--- config.mk ---
export PLATFORM = sky130hd
export DESIGN_NAME = four_level_interrupt_controller
export DESIGN_NICKNAME = d
export VERILOG_FILES = /design/src/logic/irq_pkg.sv /design/src/logic/four_level_interrupt_controller.sv
export VERILOG_INCLUDE_DIRS = /design/src /design/src/logic
export SDC_FILE = /design/constraint.sdc
export NUM_CORES = 1
export LEC_CHECK = 0
export BUFFER_PORTS_ARGS = -buffer_cell sky130_fd_sc_hd__buf_2
export CAP_MARGIN = 40
export CELL_PAD_IN_SITES_DETAIL_PLACEMENT = 1
export CELL_PAD_IN_SITES_GLOBAL_PLACEMENT = 2
export CORE_MARGIN = 8
export CORE_UTILIZATION = 35
export CTS_BUF_LIST = sky130_fd_sc_hd__clkbuf_2
export DETAILED_ROUTE_END_ITERATION = 10
export PLACE_DENSITY = 0.92
export SETUP_SLACK_MARGIN = 0.5
export SLEW_MARGIN = 10
export SYNTH_ARGS = -nofsm -noshare
export SYNTH_HDL_FRONTEND = slang
export SYNTH_SLANG_ARGS = --single-unit
--- constraint.sdc ---
create_clock -name i_mclk -period 14.53 [get_ports i_mclk]
set_input_delay 2.906 -clock i_mclk [delete_from_list [all_inputs] [get_ports i_mclk]]
set_output_delay 2.906 -clock i_mclk [all_outputs]
set_load 0.005 [all_outputs]
--- src/logic/irq_cfg.svh ---
// Register offsets, field positions, vectors and widths of the
// interrupt controller. Assumes a byte-wide register port.
`ifndef IRQ_CFG_SVH
`define IRQ_CFG_SVH

// ---------------------------------------------------------------
// Register offsets
// ---------------------------------------------------------------
`define OFS_SRC_EN_PRI    8'hA8
`define OFS_SRC_EN_SEC    8'hB1
`define OFS_PRIO_LO_PRI   8'hB8
`define OFS_PRIO_HI_PRI   8'hB7
`define OFS_PRIO_LO_SEC   8'hB2
`define OFS_PRIO_HI_SEC   8'hB3

// ---------------------------------------------------------------
// Field positions and masks
// ---------------------------------------------------------------
`define BIT_GLOBAL_EN     7
`define MASK_PRI          8'h7F
`define MASK_SEC          8'h47
`define MASK_EN_PRI       8'hFF
`define BIT_SEC_KEYPAD    0
`define BIT_SEC_TWO_WIRE  1
`define BIT_SEC_SPI       2
`define BIT_SEC_USB       6
`define BIT_PRI_EXT_ZERO      0
`define BIT_PRI_TIMER_ZERO    1
`define BIT_PRI_EXT_ONE       2
`define BIT_PRI_TIMER_ONE     3
`define BIT_PRI_SERIAL        4
`define BIT_PRI_TIMER_TWO     5
`define BIT_PRI_COUNTER_ARRAY 6
`define RST_REG           8'h00
`define RST_SYNC          2'h3
`define RST_VECTOR        16'h0000
`define RST_LEVEL         2'h0

// ---------------------------------------------------------------
// Sources, in polling order
// ---------------------------------------------------------------
`define NUM_SRC           11
`define SRC_EXT_ZERO      0
`define SRC_TIMER_ZERO    1
`define SRC_EXT_ONE       2
`define SRC_TIMER_ONE     3
`define SRC_SERIAL        4
`define SRC_TIMER_TWO     5
`define SRC_COUNTER_ARRAY 6
`define SRC_KEYPAD        7
`define SRC_TWO_WIRE      8
`define SRC_SPI           9
`define SRC_USB           10

// ---------------------------------------------------------------
// Vector addresses
// ---------------------------------------------------------------
`define VEC_EXT_ZERO      16'h0003
`define VEC_TIMER_ZERO    16'h000B
`define VEC_EXT_ONE       16'h0013
`define VEC_TIMER_ONE     16'h001B
`define VEC_SERIAL        16'h0023
`define VEC_TIMER_TWO     16'h002B
`define VEC_COUNTER_ARRAY 16'h0033
`define VEC_KEYPAD        16'h003B
`define VEC_SPI           16'h004B
`define VEC_TWO_WIRE_DEF  16'h0043
`define VEC_USB_DEF       16'h0053

`endif

--- src/logic/irq_pkg.sv ---
// Types shared by the interrupt controller and its bench.
// Assumes irq_cfg.svh is on the include path.
package irq_pkg;
  typedef logic [1:0]  level_t;
  typedef logic [15:0] vector_t;
  typedef logic [7:0]  reg_byte_t;
  typedef logic [3:0]  in_service_t;
endpackage

--- src/logic/four_level_interrupt_controller.sv ---
// Four-level priority interrupt controller with eleven sources.
// Assumes peripheral requests are levels on i_mclk; the two external
// pins are asynchronous and active low; the core acks a vector and
// signals handler return with one-cycle pulses.
//
// Functional notes
// - Eleven interrupt vectors from eleven sources.
// - Disabled source is never forwarded.
// - Global enable bit 7 masks everything.
// - Level formed from upper and lower bit.
// - Counter array, SPI, keypad vectors fixed.
// - Higher level preempts; same level waits.
// - Level three handler is never preempted.
// - Highest pending level is serviced first.
// - Fixed polling order breaks level ties.
// - Bit 6 gates counter array interrupt.
// - Bit 5 gates timer two interrupt.
// - Bit 4 gates serial port interrupt.
// - Bit 3 gates timer one interrupt.
// - Bit 2 gates external pin one.
// - Bit 1 gates timer zero interrupt.
// - Bit 0 gates external pin zero.
// - Second enable register: USB, SPI, two-wire, keypad.
// - Primary priority bits follow enable bit layout.
//
// The address-and-strobe port was decided locally.
`timescale 1ns/10ps
`include "irq_cfg.svh"

module four_level_interrupt_controller #(
  parameter logic [15:0] VEC_TWO_WIRE = `VEC_TWO_WIRE_DEF,
  parameter logic [15:0] VEC_USB      = `VEC_USB_DEF
) (
  input  wire logic                  i_mclk,
  input  wire logic                  i_rst_n,
  input  wire logic [7:0]            i_addr,
  input  wire logic [7:0]            i_wr_data,
  input  wire logic                  i_wr_en,
  input  wire logic                  i_rd_en,
  output logic      [7:0]            o_rd_data,
  input  wire logic                  i_ext_pin_zero_request_n,
  input  wire logic                  i_ext_pin_one_request_n,
  input  wire logic                  i_timer_zero_req,
  input  wire logic                  i_timer_one_req,
  input  wire logic                  i_timer_two_req,
  input  wire logic                  i_serial_req,
  input  wire logic                  i_counter_array_req,
  input  wire logic                  i_keypad_req,
  input  wire logic                  i_two_wire_req,
  input  wire logic                  i_spi_req,
  input  wire logic                  i_usb_req,
  output logic                       o_irq_valid,
  output irq_pkg::vector_t           o_irq_vector,
  output irq_pkg::level_t            o_irq_level,
  input  wire logic                  i_irq_ack,
  input  wire logic                  i_irq_return,
  output irq_pkg::in_service_t       o_in_service
);
  import irq_pkg::*;

  // ---------------------------------------------------------------
  // Registers
  // ---------------------------------------------------------------
  reg_byte_t   src_en_pri_ff;
  reg_byte_t   src_en_sec_ff;
  reg_byte_t   prio_lo_pri_ff;
  reg_byte_t   prio_hi_pri_ff;
  reg_byte_t   prio_lo_sec_ff;
  reg_byte_t   prio_hi_sec_ff;
  reg_byte_t   rd_data_ff;
  logic [1:0]  ext_zero_sync_ff;
  logic [1:0]  ext_one_sync_ff;
  logic        irq_valid_ff;
  vector_t     irq_vector_ff;
  level_t      irq_level_ff;
  in_service_t in_service_ff;

  logic [`NUM_SRC-1:0] req_raw;
  logic [`NUM_SRC-1:0] src_enable;
  logic [`NUM_SRC-1:0] prio_upper_bit;
  logic [`NUM_SRC-1:0] prio_lower_bit;
  logic [`NUM_SRC-1:0] req_eff;
  logic                found;
  level_t              best_lvl;
  logic [3:0]          best_idx;
  logic                allowed;
  level_t              active_lvl;
  in_service_t         nxt_in_service;
  reg_byte_t           nxt_rd_data;
  logic                global_irq_enable;

  // ---------------------------------------------------------------
  // Functions
  // ---------------------------------------------------------------
  function automatic vector_t vec_of(input logic [3:0] idx);
    vector_t v;
    v = `VEC_EXT_ZERO;
    case (idx)
      4'(`SRC_EXT_ZERO):      v = `VEC_EXT_ZERO;
      4'(`SRC_TIMER_ZERO):    v = `VEC_TIMER_ZERO;
      4'(`SRC_EXT_ONE):       v = `VEC_EXT_ONE;
      4'(`SRC_TIMER_ONE):     v = `VEC_TIMER_ONE;
      4'(`SRC_SERIAL):        v = `VEC_SERIAL;
      4'(`SRC_TIMER_TWO):     v = `VEC_TIMER_TWO;
      4'(`SRC_COUNTER_ARRAY): v = `VEC_COUNTER_ARRAY;
      4'(`SRC_KEYPAD):        v = `VEC_KEYPAD;
      4'(`SRC_TWO_WIRE):      v = VEC_TWO_WIRE;
      4'(`SRC_SPI):           v = `VEC_SPI;
      4'(`SRC_USB):           v = VEC_USB;
      default:                v = `VEC_EXT_ZERO;
    endcase
    return v;
  endfunction

  function automatic level_t highest_in_service(input in_service_t s);
    level_t l;
    l = 2'h0;
    for (int k = 0; k < 4; k++) begin
      if (s[k]) begin
        l = 2'(k);
      end
    end
    return l;
  endfunction

  function automatic level_t level_of(input logic upper, input logic lower);
    return {upper, lower};
  endfunction

  // Places primary bits 6..0 and the four secondary bits at their source index
  function automatic logic [`NUM_SRC-1:0] gather(input reg_byte_t pri, input reg_byte_t sec);
    logic [`NUM_SRC-1:0] g;
    g                     = '0;
    g[`SRC_EXT_ZERO]      = pri[`BIT_PRI_EXT_ZERO];
    g[`SRC_TIMER_ZERO]    = pri[`BIT_PRI_TIMER_ZERO];
    g[`SRC_EXT_ONE]       = pri[`BIT_PRI_EXT_ONE];
    g[`SRC_TIMER_ONE]     = pri[`BIT_PRI_TIMER_ONE];
    g[`SRC_SERIAL]        = pri[`BIT_PRI_SERIAL];
    g[`SRC_TIMER_TWO]     = pri[`BIT_PRI_TIMER_TWO];
    g[`SRC_COUNTER_ARRAY] = pri[`BIT_PRI_COUNTER_ARRAY];
    g[`SRC_KEYPAD]        = sec[`BIT_SEC_KEYPAD];
    g[`SRC_TWO_WIRE]      = sec[`BIT_SEC_TWO_WIRE];
    g[`SRC_SPI]           = sec[`BIT_SEC_SPI];
    g[`SRC_USB]           = sec[`BIT_SEC_USB];
    return g;
  endfunction

  // ---------------------------------------------------------------
  // External pin synchronisers
  // ---------------------------------------------------------------
  // Only the second stage feeds logic; the first may still be settling
  always_ff @(posedge i_mclk) begin
    if (!i_rst_n) begin
      ext_zero_sync_ff <= `RST_SYNC;
    end else begin
      ext_zero_sync_ff <= {ext_zero_sync_ff[0], i_ext_pin_zero_request_n};
    end
  end

  always_ff @(posedge i_mclk) begin
    if (!i_rst_n) begin
      ext_one_sync_ff <= `RST_SYNC;
    end else begin
      ext_one_sync_ff <= {ext_one_sync_ff[0], i_ext_pin_one_request_n};
    end
  end

  // ---------------------------------------------------------------
  // Source mapping
  // ---------------------------------------------------------------
  always_comb begin
    req_raw                     = '0;
    req_raw[`SRC_EXT_ZERO]      = ~ext_zero_sync_ff[1];
    req_raw[`SRC_TIMER_ZERO]    = i_timer_zero_req;
    req_raw[`SRC_EXT_ONE]       = ~ext_one_sync_ff[1];
    req_raw[`SRC_TIMER_ONE]     = i_timer_one_req;
    req_raw[`SRC_SERIAL]        = i_serial_req;
    req_raw[`SRC_TIMER_TWO]     = i_timer_two_req;
    req_raw[`SRC_COUNTER_ARRAY] = i_counter_array_req;
    req_raw[`SRC_KEYPAD]        = i_keypad_req;
    req_raw[`SRC_TWO_WIRE]      = i_two_wire_req;
    req_raw[`SRC_SPI]           = i_spi_req;
    req_raw[`SRC_USB]           = i_usb_req;
  end

  // One enable bit per source
  always_comb begin
    src_enable = '0;
    src_enable[`SRC_EXT_ZERO]      = src_en_pri_ff[`BIT_PRI_EXT_ZERO];
    src_enable[`SRC_TIMER_ZERO]    = src_en_pri_ff[`BIT_PRI_TIMER_ZERO];
    src_enable[`SRC_EXT_ONE]       = src_en_pri_ff[`BIT_PRI_EXT_ONE];
    src_enable[`SRC_TIMER_ONE]     = src_en_pri_ff[`BIT_PRI_TIMER_ONE];
    src_enable[`SRC_SERIAL]        = src_en_pri_ff[`BIT_PRI_SERIAL];
    src_enable[`SRC_TIMER_TWO]     = src_en_pri_ff[`BIT_PRI_TIMER_TWO];
    src_enable[`SRC_COUNTER_ARRAY] = src_en_pri_ff[`BIT_PRI_COUNTER_ARRAY];
    src_enable[`SRC_KEYPAD]        = src_en_sec_ff[`BIT_SEC_KEYPAD];
    src_enable[`SRC_TWO_WIRE]      = src_en_sec_ff[`BIT_SEC_TWO_WIRE];
    src_enable[`SRC_SPI]           = src_en_sec_ff[`BIT_SEC_SPI];
    src_enable[`SRC_USB]           = src_en_sec_ff[`BIT_SEC_USB];
  end

  // ---------------------------------------------------------------
  // Priority levels
  // ---------------------------------------------------------------
  assign prio_upper_bit = gather(prio_hi_pri_ff, prio_hi_sec_ff);
  assign prio_lower_bit = gather(prio_lo_pri_ff, prio_lo_sec_ff);

  assign global_irq_enable = src_en_pri_ff[`BIT_GLOBAL_EN];
  assign req_eff = global_irq_enable ? (req_raw & src_enable) : '0;

  // ---------------------------------------------------------------
  // Arbitration
  // ---------------------------------------------------------------
  // Strict compare keeps the earliest source among equal levels
  always_comb begin
    found    = 1'b0;
    best_lvl = 2'h0;
    best_idx = 4'h0;
    for (int i = 0; i < `NUM_SRC; i++) begin
      if (req_eff[i] &&
          (!found || level_of(prio_upper_bit[i], prio_lower_bit[i]) > best_lvl)) begin
        found    = 1'b1;
        best_lvl = level_of(prio_upper_bit[i], prio_lower_bit[i]);
        best_idx = 4'(i);
      end
    end
  end

  assign active_lvl = highest_in_service(in_service_ff);
  // Level three can never be exceeded, so it blocks everything
  assign allowed = found && ((in_service_ff == 4'h0) || (best_lvl > active_lvl));

  // ---------------------------------------------------------------
  // Vector offer to the core
  // ---------------------------------------------------------------
  // Offer drops for one cycle after an ack so the new in-service
  // level is seen before the next offer is judged.
  always_ff @(posedge i_mclk) begin
    if (!i_rst_n) begin
      irq_valid_ff <= 1'b0;
    end else begin
      irq_valid_ff <= allowed && !i_irq_ack && !i_irq_return;
    end
  end

  // Vector and level follow the winner every cycle; only valid qualifies them
  always_ff @(posedge i_mclk) begin
    if (!i_rst_n) begin
      irq_vector_ff <= `RST_VECTOR;
      irq_level_ff  <= `RST_LEVEL;
    end else begin
      irq_vector_ff <= vec_of(best_idx);
      irq_level_ff  <= best_lvl;
    end
  end

  // ---------------------------------------------------------------
  // In-service levels
  // ---------------------------------------------------------------
  // Return retires the running handler before a new one is entered
  always_comb begin
    nxt_in_service = in_service_ff;
    if (i_irq_return && (in_service_ff != 4'h0)) begin
      nxt_in_service[active_lvl] = 1'b0;
    end
    if (i_irq_ack && irq_valid_ff) begin
      nxt_in_service[irq_level_ff] = 1'b1;
    end
  end

  always_ff @(posedge i_mclk) begin
    if (!i_rst_n) begin
      in_service_ff <= 4'h0;
    end else begin
      in_service_ff <= nxt_in_service;
    end
  end

  // ---------------------------------------------------------------
  // Register writes
  // ---------------------------------------------------------------
  // Reserved bits are masked on entry, so they can never raise a request
  always_ff @(posedge i_mclk) begin
    if (!i_rst_n) begin
      src_en_pri_ff <= `RST_REG;
      src_en_sec_ff <= `RST_REG;
    end else if (i_wr_en) begin
      case (i_addr)
        `OFS_SRC_EN_PRI: src_en_pri_ff <= i_wr_data & `MASK_EN_PRI;
        `OFS_SRC_EN_SEC: src_en_sec_ff <= i_wr_data & `MASK_SEC;
        default: ;
      endcase
    end
  end

  always_ff @(posedge i_mclk) begin
    if (!i_rst_n) begin
      prio_lo_pri_ff <= `RST_REG;
      prio_hi_pri_ff <= `RST_REG;
      prio_lo_sec_ff <= `RST_REG;
      prio_hi_sec_ff <= `RST_REG;
    end else if (i_wr_en) begin
      case (i_addr)
        `OFS_PRIO_LO_PRI: prio_lo_pri_ff <= i_wr_data & `MASK_PRI;
        `OFS_PRIO_HI_PRI: prio_hi_pri_ff <= i_wr_data & `MASK_PRI;
        `OFS_PRIO_LO_SEC: prio_lo_sec_ff <= i_wr_data & `MASK_SEC;
        `OFS_PRIO_HI_SEC: prio_hi_sec_ff <= i_wr_data & `MASK_SEC;
        default: ;
      endcase
    end
  end

  // ---------------------------------------------------------------
  // Register reads
  // ---------------------------------------------------------------
  // Reserved bits are stored as zero, so they read back as zero
  always_comb begin
    nxt_rd_data = 8'h00;
    case (i_addr)
      `OFS_SRC_EN_PRI:  nxt_rd_data = src_en_pri_ff;
      `OFS_SRC_EN_SEC:  nxt_rd_data = src_en_sec_ff;
      `OFS_PRIO_LO_PRI: nxt_rd_data = prio_lo_pri_ff;
      `OFS_PRIO_HI_PRI: nxt_rd_data = prio_hi_pri_ff;
      `OFS_PRIO_LO_SEC: nxt_rd_data = prio_lo_sec_ff;
      `OFS_PRIO_HI_SEC: nxt_rd_data = prio_hi_sec_ff;
      default:          nxt_rd_data = 8'h00;
    endcase
  end

  // Data stands only in the cycle after the read strobe
  always_ff @(posedge i_mclk) begin
    if (!i_rst_n) begin
      rd_data_ff <= 8'h00;
    end else if (i_rd_en) begin
      rd_data_ff <= nxt_rd_data;
    end else begin
      rd_data_ff <= 8'h00;
    end
  end

  assign o_rd_data    = rd_data_ff;
  assign o_irq_valid  = irq_valid_ff;
  assign o_irq_vector = irq_vector_ff;
  assign o_irq_level  = irq_level_ff;
  assign o_in_service = in_service_ff;

endmodule

==> results of run 1 <==
## worst max-delay path: cells and delay by family
kind,cells,cell delay [ns]
adder cells (fa/ha/maj),11,2.97
multiplexers,2,0.65
buffers and inverters,4,0.58
AO/OA/AOI/OAI,28,5.14
AND/OR/NAND/NOR,15,2.00
## routing by layer
layer	wire (microns)	GRT usage (%)	vias up
li1	-	-	1697
met1	5594	21.01	1721
met2	5898	25.11	94
met3	619	3.307	14
met4	206	6.245	0
met5	0	0	-
## per-stage QoR
step | total power, mW | std cells
5_1_grt | 0.2716 | 656
2_1_floorplan | 0.1735 | 443
3_3_place_gp | 0.1799 | 625
3_5_place_dp | 0.1803 | 625
6_report | 0.2608 | 656
4_1_cts | 0.2640 | 641
## cell families after synthesis
| group | Yosys count |
|---|---|
| and+or+nand+nor | 163 |
| AOI/OAI and AO/OA | 110 |
| other | 1 |
| adders and majority gates | 22 |
| DFF | 58 |
| buffers and inverters | 47 |
| muxes | 33 |
## repair_timing
action / 4_1_cts / 5_1_grt
setup buffers: 0 / 14
pin swaps: 0 / 34
hold buffers: 0 / 0
resized for setup: 7 / 50
endpoints found under the setup margin: 1 / 7
endpoints found under the hold margin: 0 / 0
## worst min path at each step
stage | startpoint | endpoint | slack [ns] | cells after the start
after floorplan | ext_one_sync_ff[0] | ext_one_sync_ff[1] | 0.39 | 1
after global placement | ext_one_sync_ff[0] | ext_one_sync_ff[1] | 0.39 | 1
after detailed placement | ext_zero_sync_ff[0] | ext_zero_sync_ff[1] | 0.40 | 1
after CTS | ext_zero_sync_ff[0] | ext_zero_sync_ff[1] | 0.44 | 1
after global routing | ext_one_sync_ff[0] | ext_one_sync_ff[1] | 0.46 | 1
final | ext_zero_sync_ff[0] | ext_zero_sync_ff[1] | 0.43 | 1
## power by group
group / total (mW) / internal (mW) / switching (mW)
Combinational: 0.0169 / 0.00677 / 0.0102
Clock: 0.0834 / 0.0200 / 0.0634
Sequential: 0.160 / 0.160 / 0.000439
Total: 0.261 / 0.187 / 0.0740
## cell type report
cell class	instances	area [sq um]	share of cell area [%]
Multi-Input combinational cell	338	2629	56.63
Sequential cell	58	1161	25.01
Timing Repair Buffer	87	521.8	11.24
Tap cell	136	170.2	3.666
Inverter	21	78.83	1.698
Clock buffer	9	45.04	0.9704
Clock inverter	7	36.28	0.7817
## sequential cells by signal, summed over array words and instances, names as in the netlist, 4 cells and up
signal,flops
o_rd_data,8
o_irq_vector,5
prio_hi_pri_ff,7
prio_lo_pri_ff,7
src_en_pri_ff,8
prio_lo_sec_ff,4
o_in_service,4
prio_hi_sec_ff,4
src_en_sec_ff,4
## cell usage in the layout, fill, tap and decap left out, drive strengths merged, types with 6 or more instances in the layout
| cell | count |
|---|---|
| o21ai | 12 |
| o21a | 9 |
| mux2i | 23 |
| a21o | 6 |
| nor2 | 27 |
| nand2 | 46 |
| nand3 | 22 |
| inv | 21 |
| and3 | 8 |
| a21boi | 17 |
| a21oi | 22 |
| ha | 20 |
| mux2 | 10 |
| o211ai | 9 |
| conb | 10 |
| buf | 87 |
| nor2b | 30 |
| clkbuf | 9 |
| dfxtp | 58 |
==> impl_metrics.json, run 1 <==
{
  "rr_worst_depth": 65,
  "cp.arrival_ns": 14.24,
  "skew_ns": 0.01808,
  "dp_slack_ns": -0.3767,
  "worstReg2RegStart": "src_en_pri_ff[7]",
  "synth_top_family_by_area": "compound AO/OA/AOI/OAI gates",
  "crit_path_end_kind": "flop",
  "power.density_mw_per_mm2": 56.19,
  "finalSetupViolations": 0,
  "min_path_type": "reg2reg",
  "worst_pin_slew_ns": 0.7430,
  "slew_viol_final": 0,
  "drt_iter0_markers": 179,
  "max_cap_violations": 0,
  "rrSetupSlack_ns": 1.36,
  "synth_edf_count": 0,
  "placed_area_sq_mm": 0.004177,
  "avgRoutedWirePerCell_microns": 18.78,
  "timing.final.hold_violations": 0,
  "grt_pass1_vias": 3563,
  "peakVddDrop_mv": 0.04377,
  "critical_path.startpoint": "i_timer_zero_req",
  "grt_max_degree": 51,
  "final.fill_count": 1253,
  "yosysMostFrequentCell": "dfxtp_1",
  "fmax_mhz": 72.34,
  "final_antenna_net_count": 0,
  "die_area_sq_mm": 0.01417,
  "worstSetupEndpoint": "o_irq_valid",
  "synth_compound_area_share_pct": 22.96,
  "synth_top_cells_by_area": "dfxtp_1 31%, ha_1 6.7%, mux2i_1 6.2%",
  "portBuffers": 53,
  "core_region_area_sq_mm": 0.01032,
  "gr-total-overflow": 0,
  "viasPerCell": 5.375,
  "synthArstFlopShare_pct": 0,
  "grt_pass1_wl_microns": 18350,
  "cts.clk_slew.worst_paths_ns": 0.17,
  "cp.required_ns": 14.95,
  "cts_sinks": 58,
  "clock_latency_ns": 0.52,
  "finalSetupTns_ns": 0,
  "hpwl_microns": 9043,
  "ys_types": 64,
  "diodes": 0,
  "die_h_microns": 119.0,
  "cts_tree": "done",
  "antenna_found_initial": 0,
  "grt_use_total_pct": 16.00,
  "yosys.area.top_type_share_pct": 31.25,
  "final_core_util_pct": 44.96,
  "synth-xor-area-share_pct": 0,
  "drive_above_1_share_pct": 32.88,
  "dieWidth_microns": 119.0,
  "max_stage_delay_ns": 0.35,
  "synth-seq-area-share_pct": 31.25,
  "io_pins": 64,
  "start_util_pct": 36.00,
  "worst-setup-path-type": "in2reg",
  "stdcell_area_sq_mm": 0.004642,
  "syn_to_final_growth_pct": 24.92,
  "p_leak_nw": 1.907,
  "crit_path_max_fanout": 5,
  "synth_mux_area_share_pct": 9.226,
  "synthAdderAreaFrac_pct": 7.306,
  "synthSimpleGateAreaFrac_pct": 22.96,
  "first_pass_iters": 4,
  "timing.slew.headroom_pct": 50.47,
  "synth_top_cell_by_area": "dfxtp_1",
  "syn_inst": 434,
  "cts_made_buffers": 9,
  "drcViolationCount": 0,
  "cp_slowest_cell": "mux2_4",
  "ys_ff_latch": 58,
  "num_rows": 37,
  "syn_area_per_cell_sq_um": 8.562,
  "fin_crit_sh_pct": 95.14,
  "wl_microns": 12320,
  "synth_common_cells": "58 x dfxtp_1, 46 x nand2_1, 30 x nor2b_1",
  "r2r-end": "o_irq_valid",
  "min_period_ns": 13.82,
  "yosysWarnings": 0,
  "routabilityCongestion": 0.8703,
  "hold_ws_ns": 0.4315,
  "htreeDepth": 3,
  "cts_buffer_depth": 2,
  "syn_area_sq_mm": 0.003716,
  "route.vias.total": 3526,
  "final.setup.worst_slack_ns": 0.7055,
  "nNetsFinal": 568,
  "start_kind": "primary input",
  "outcome": "completed",
  "grt_setup_unrepaired": "false",
  "cts-root-buf": "clkbuf_2",
  "cpMostUsedCell": "ha_4",
  "synth_ff_type": "dfxtp_1"
}
(Power assumes the default switching activity.)
==> inputs of run 2 (changes only) <==
--- a/config.mk
+++ b/config.mk
@@ -14,7 +14,7 @@
 export CORE_UTILIZATION = 35
 export CTS_BUF_LIST = sky130_fd_sc_hd__clkbuf_2
 export DETAILED_ROUTE_END_ITERATION = 10
-export PLACE_DENSITY = 0.92
+export PLACE_DENSITY = 0.91
 export SETUP_SLACK_MARGIN = 0.5
 export SLEW_MARGIN = 10
 export SYNTH_ARGS = -nofsm -noshare
==> run 2 against run 1 <==
Net effect:
- utilization fell by 2.2 points
- clock power is 38% higher
- die area unchanged
- register-to-register slack better by 0.40 ns
- critical path depth grew 4
- global-route usage about the same
- fmax is 1.6% higher
- final cell count shrank 2.6%
==> impl_metrics.json, run 2 (synthesis gave the netlist of run 1 again) <==
{
  "outcome": "completed",
  "p_leak_nw": 1.834,
  "start_util_pct": 36.00,
  "viasPerCell": 5.349,
  "grt_pass1_wl_microns": 18360,
  "swShare_pct": 23.59,
  "finalSetupTns_ns": 0,
  "grt_use_total_pct": 16.03,
  "fmax_mhz": 73.49,
  "wl_microns": 11620,
  "finalSetupViolations": 0,
  "fin_crit_sh_pct": 93.66,
  "seqPwrFrac_pct": 54.9,
  "rrSetupSlack_ns": 1.76,
  "pwr-share-clk_pct": 39.4,
  "cpMostUsedCell": "ha_1",
  "final.setup.worst_slack_ns": 0.9218,
  "peakVddDrop_mv": 0.04437,
  "timing.final.hold_violations": 0,
  "htreeDepth": 3,
  "dp_slack_ns": -0.2544,
  "cp.required_ns": 14.92,
  "netSwitchingPower_mw": 0.06892,
  "final_antenna_net_count": 0,
  "clock_latency_ns": 0.51,
  "crit_path_max_fanout": 5,
  "cts.clk_slew.worst_paths_ns": 0.14,
  "routabilityCongestion": 0.8855,
  "met2_usage_pct": 26.87,
  "dieWidth_microns": 119.0,
  "final.fill_count": 1243,
  "min_period_ns": 13.61,
  "power_mw": 0.2921,
  "gr-usage-met1_pct": 19.74,
  "crit_path_end_kind": "flop",
  "hpwl_microns": 8889,
  "slew_viol_final": 0,
  "grt_setup_unrepaired": "false",
  "syn_to_final_growth_pct": 18.86,
  "mostFrequentLayoutCell": "dfxtp_1",
  "cts-root-buf": "clkbuf_2",
  "cts_sinks": 58,
  "avgRoutedWirePerCell_microns": 18.18,
  "dp_cells": 613,
  "antenna_found_initial": 1,
  "drt_iter0_markers": 160,
  "cts_made_buffers": 9,
  "die_h_microns": 119.0,
  "cp_slowest_cell": "mux2_4",
  "core_region_area_sq_mm": 0.01032,
  "rr_worst_depth": 67,
  "timing.slew.headroom_pct": 50.38,
  "cts_tree": "done",
  "max_cap_violations": 0,
  "drcViolationCount": 0,
  "grt_pass1_vias": 3673,
  "nNetsFinal": 551,
  "cp.arrival_ns": 13.99,
  "portBuffers": 53,
  "final_cell_mix": "58 x dfxtp_1, 54 x buf_2, 46 x nand2_1",
  "top_usage_layer": "met2",
  "gr-total-overflow": 0,
  "fin_cells": 639,
  "start_kind": "primary input",
  "first_pass_iters": 7,
  "io_pins": 64,
  "grt_max_degree": 51,
  "final_core_util_pct": 42.78,
  "min_path_type": "reg2reg",
  "max_stage_delay_ns": 0.36,
  "worst-setup-path-type": "in2reg",
  "drive_above_1_share_pct": 26.69,
  "route.vias.total": 3418,
  "worst_pin_slew_ns": 0.7442,
  "skew_ns": 0.03262,
  "cts_buffer_depth": 2,
  "power.density_mw_per_mm2": 66.15,
  "p_int_mw": 0.2232,
  "min_path_cells": 1,
  "comb_power_share_pct": 5.7,
  "hold_buffers": 0,
  "die_area_sq_mm": 0.01417,
  "met3_usage_pct": 3.401,
  "num_rows": 37
}
-- run 2: per-stage QoR --
stage                     hold WS, ns  instance area [sq um]
after global routing           0.4515                   4417
final                          0.4329                   4417
after global placement         0.3939                   4079
after detailed placement       0.3998                   4084
after floorplan                0.3863                   3750
after CTS                      0.4328                   4227
-- run 2: worst max-delay path, delay by kind of cell --
family                     cells  cell delay [ns]
adders and majority gates     10             2.87
AOI/OAI and AO/OA             30             5.06
and+or+nand+nor               19             2.37
buffers and inverters          4             0.42
muxes                          1             0.36
-- run 2: final timing paths --
check                                         from                 end
worst max-delay path              i_timer_zero_req         o_irq_valid
worst max register to register    src_en_pri_ff[0]         o_irq_valid
worst min-delay path            ext_one_sync_ff[0]  ext_one_sync_ff[1]
worst min register to register  ext_one_sync_ff[0]  ext_one_sync_ff[1]
-- run 2: power groups by stage --
stage	logic (mW)	clock network, mW	registers (mW)
after global placement	0.0161	0	0.164
after CTS	0.0166	0.119	0.160
after detailed placement	0.0165	0	0.164
after global routing	0.0183	0.126	0.161
after floorplan	0.00992	0	0.164
final	0.0167	0.115	0.160
-- run 2: area by class of cell --
class | instances | area, sq um | share of cell area (%)
well taps | 136 | 170.2 | 3.853
multi-input cells | 338 | 2491 | 56.40
diodes | 1 | 2.502 | 0.05666
inverters | 21 | 78.83 | 1.785
repair buffers | 70 | 390.4 | 8.839
flip-flops and latches | 58 | 1161 | 26.29
clock buffers | 11 | 55.05 | 1.246
clock inverters | 4 | 67.56 | 1.530
-- run 2: routing by layer --
| metal | vias to the layer above | part of all wire [%] |
|---|---|---|
| li1 | 1673 | - |
| met1 | 1654 | 47 |
| met2 | 77 | 48 |
| met3 | 14 | 3.8 |
| met4 | 0 | 1.5 |
| met5 | - | 0 |
-- run 2: timing repair --
action	in CTS	in global routing
cloned	0	0
pin swaps	1	14
setup endpoints to repair	1	4
resized for setup	3	26
setup buffers	1	9
==> inputs of run 3 (changes only) <==
--- a/config.mk
+++ b/config.mk
@@ -15,6 +15,7 @@
 export CTS_BUF_LIST = sky130_fd_sc_hd__clkbuf_2
 export DETAILED_ROUTE_END_ITERATION = 10
 export PLACE_DENSITY = 0.91
+export RECOVER_POWER = 100
 export SETUP_SLACK_MARGIN = 0.5
 export SLEW_MARGIN = 10
 export SYNTH_ARGS = -nofsm -noshare
==> run 3 against run 2 <==
Net effect:
- the flow now finishes with violations (max-capacitance violations, max-slew violations)
- combinational power about the same
- worst setup slack worse by 0.080 ns
- via count hardly changed
- global-route usage unchanged
- hold slack about the same
- total power decreased by 0.21%
- register-to-register slack got worse by 0.07 ns
- fmax decreased by 0.59%
- cell area is 0.71% lower
- critical path type unchanged
- critical endpoint unchanged
==> impl_metrics.json, run 3 (synthesis gave the netlist of run 1 again) <==
{
  "outcome": "finished with violations",
  "violations": "max-capacitance violations, max-slew violations",
  "min_path_type": "reg2reg",
  "crit_path_end_kind": "flop",
  "mostFrequentLayoutCell": "dfxtp_1",
  "fin_crit_sh_pct": 94.21,
  "peakVddDrop_mv": 0.04442,
  "die_area_sq_mm": 0.01417,
  "power.density_mw_per_mm2": 66.48,
  "fmax_mhz": 73.05,
  "p_leak_nw": 1.751,
  "drive_above_1_share_pct": 22.31,
  "routabilityCongestion": 0.8855,
  "final_antenna_net_count": 0,
  "antenna_found_initial": 1,
  "cp.required_ns": 14.90,
  "drt_iter0_markers": 170,
  "power_mw": 0.2915,
  "route.vias.total": 3420,
  "dp_slack_ns": -0.2544,
  "nNetsFinal": 551,
  "hpwl_microns": 8889,
  "cts_tree": "done",
  "max_stage_delay_ns": 0.40,
  "ff_latch_area_sq_mm": 0.001161,
  "dieWidth_microns": 119.0,
  "wl_microns": 11610,
  "worst_pin_slew_ns": 1.819,
  "r2r-end": "o_irq_valid",
  "crit_path_max_fanout": 5,
  "cp_slowest_cell": "mux2_1",
  "start_kind": "primary input",
  "io_pins": 64,
  "rrSetupSlack_ns": 1.69,
  "cpMostUsedCell": "ha_1",
  "portBuffers": 53,
  "first_pass_iters": 4,
  "cts.clk_slew.worst_paths_ns": 0.14,
  "stdcell_area_sq_mm": 0.004385,
  "cts-root-buf": "clkbuf_2",
  "finalSetupViolations": 0,
  "skew_ns": 0.03032,
  "final_cell_mix": "58 x dfxtp_1, 46 x nand2_1, 35 x buf_2",
  "hold_buffers": 0,
  "htreeDepth": 3,
  "grt_pass1_wl_microns": 18360,
  "grt_setup_unrepaired": "false",
  "placed_area_sq_mm": 0.004084,
  "avgRoutedWirePerCell_microns": 18.18,
  "min_path_cells": 1,
  "timing.slew.headroom_pct": -21.30,
  "slew_viol_final": 51,
  "cts_buffer_depth": 2,
  "final.fill_count": 1255,
  "multi_input_area_sq_mm": 0.002484,
  "syn_to_final_growth_pct": 18.01,
  "gr-total-overflow": 0,
  "cts_sinks": 58,
  "min_period_ns": 13.69,
  "final.setup.worst_slack_ns": 0.8416,
  "num_rows": 37,
  "finalSetupTns_ns": 0,
  "grt_max_degree": 51,
  "max_cap_violations": 1,
  "worst-setup-path-type": "in2reg",
  "drcViolationCount": 0,
  "cp.arrival_ns": 14.06,
  "clock_latency_ns": 0.50,
  "viasPerCell": 5.352,
  "timing.final.hold_violations": 0,
  "rr_worst_depth": 67,
  "die_h_microns": 119.0,
  "worstReg2RegStart": "src_en_pri_ff[0]",
  "hold_start": "ext_one_sync_ff[0]",
  "grt_use_total_pct": 16.03,
  "core_region_area_sq_mm": 0.01032,
  "min_to": "ext_one_sync_ff[1]",
  "cts_made_buffers": 9,
  "final_core_util_pct": 42.48,
  "grt_pass1_vias": 3673,
  "start_util_pct": 36.00
}
==> run 3: cell types whose count changed in the layout (fill, tap and decap cells not counted), sizes merged <==
| cell | change |
|---|---|
| buf | -19 |
| clkbuf | +19 |
==> run 3: how the worst max path moves through the flow <==
stage	startpoint	end	slack, ns	cells past startpoint
2_1_floorplan	i_timer_zero_req	o_irq_valid	1.06	59
3_3_place_gp	i_timer_zero_req	o_irq_valid	0.15	63
3_5_place_dp	i_timer_zero_req	o_irq_valid	-0.25	66
4_1_cts	i_timer_zero_req	o_irq_valid	0.55	66
5_1_grt	i_timer_zero_req	o_irq_valid	0.19	66
6_report	i_timer_zero_req	o_irq_valid	0.84	64
==> run 3: timing repair <==
action	in CTS	in global routing
setup buffers	1	9
pin swaps	1	14
resized for setup	3	26
hold endpoints to repair	0	0
setup endpoints to repair	1	4
==> run 3: worst max-delay path: cells and delay by family <==
| kind | cells | cell delay [ns] |
|---|---|---|
| simple gates | 19 | 2.38 |
| compound gates | 30 | 5.05 |
| fa+ha+maj | 10 | 2.86 |
| mux | 1 | 0.40 |
| buf+inv | 4 | 0.42 |
==> run 3: metal layers <==
metal | track usage, % | wire length, microns | up-vias
li1 | - | - | 1670
met1 | 19.74 | 5400 | 1660
met2 | 26.87 | 5607 | 76
met3 | 3.401 | 431 | 14
met4 | 5.929 | 174 | 0
met5 | 0 | 0 | -
==> run 3: metrics by stage <==
step                instances  hold WS [ns]
floorplan                 443        0.3863
detailed placement        613        0.3998
finish                    639        0.4329
global placement          612        0.3939
global route              639        0.4515
CTS                       629        0.4328
==> run 3: area by class of cell <==
type	count	area share (%)
multi-input cells	338	56.63
flip-flops and latches	58	26.48
repair buffers	70	8.359
well taps	136	3.880
inverters	21	1.797
clock inverters	4	1.541
clock buffers	11	1.255
diodes	1	0.05706
==> run 3: where the power goes <==
group	switching (mW)	leakage, nW	internal [mW]	total (mW)
Sequential	0.000374	0.468	0.160	0.160
Combinational	0.0100	1.21	0.00682	0.0168
Clock	0.0578	0.0771	0.0566	0.114
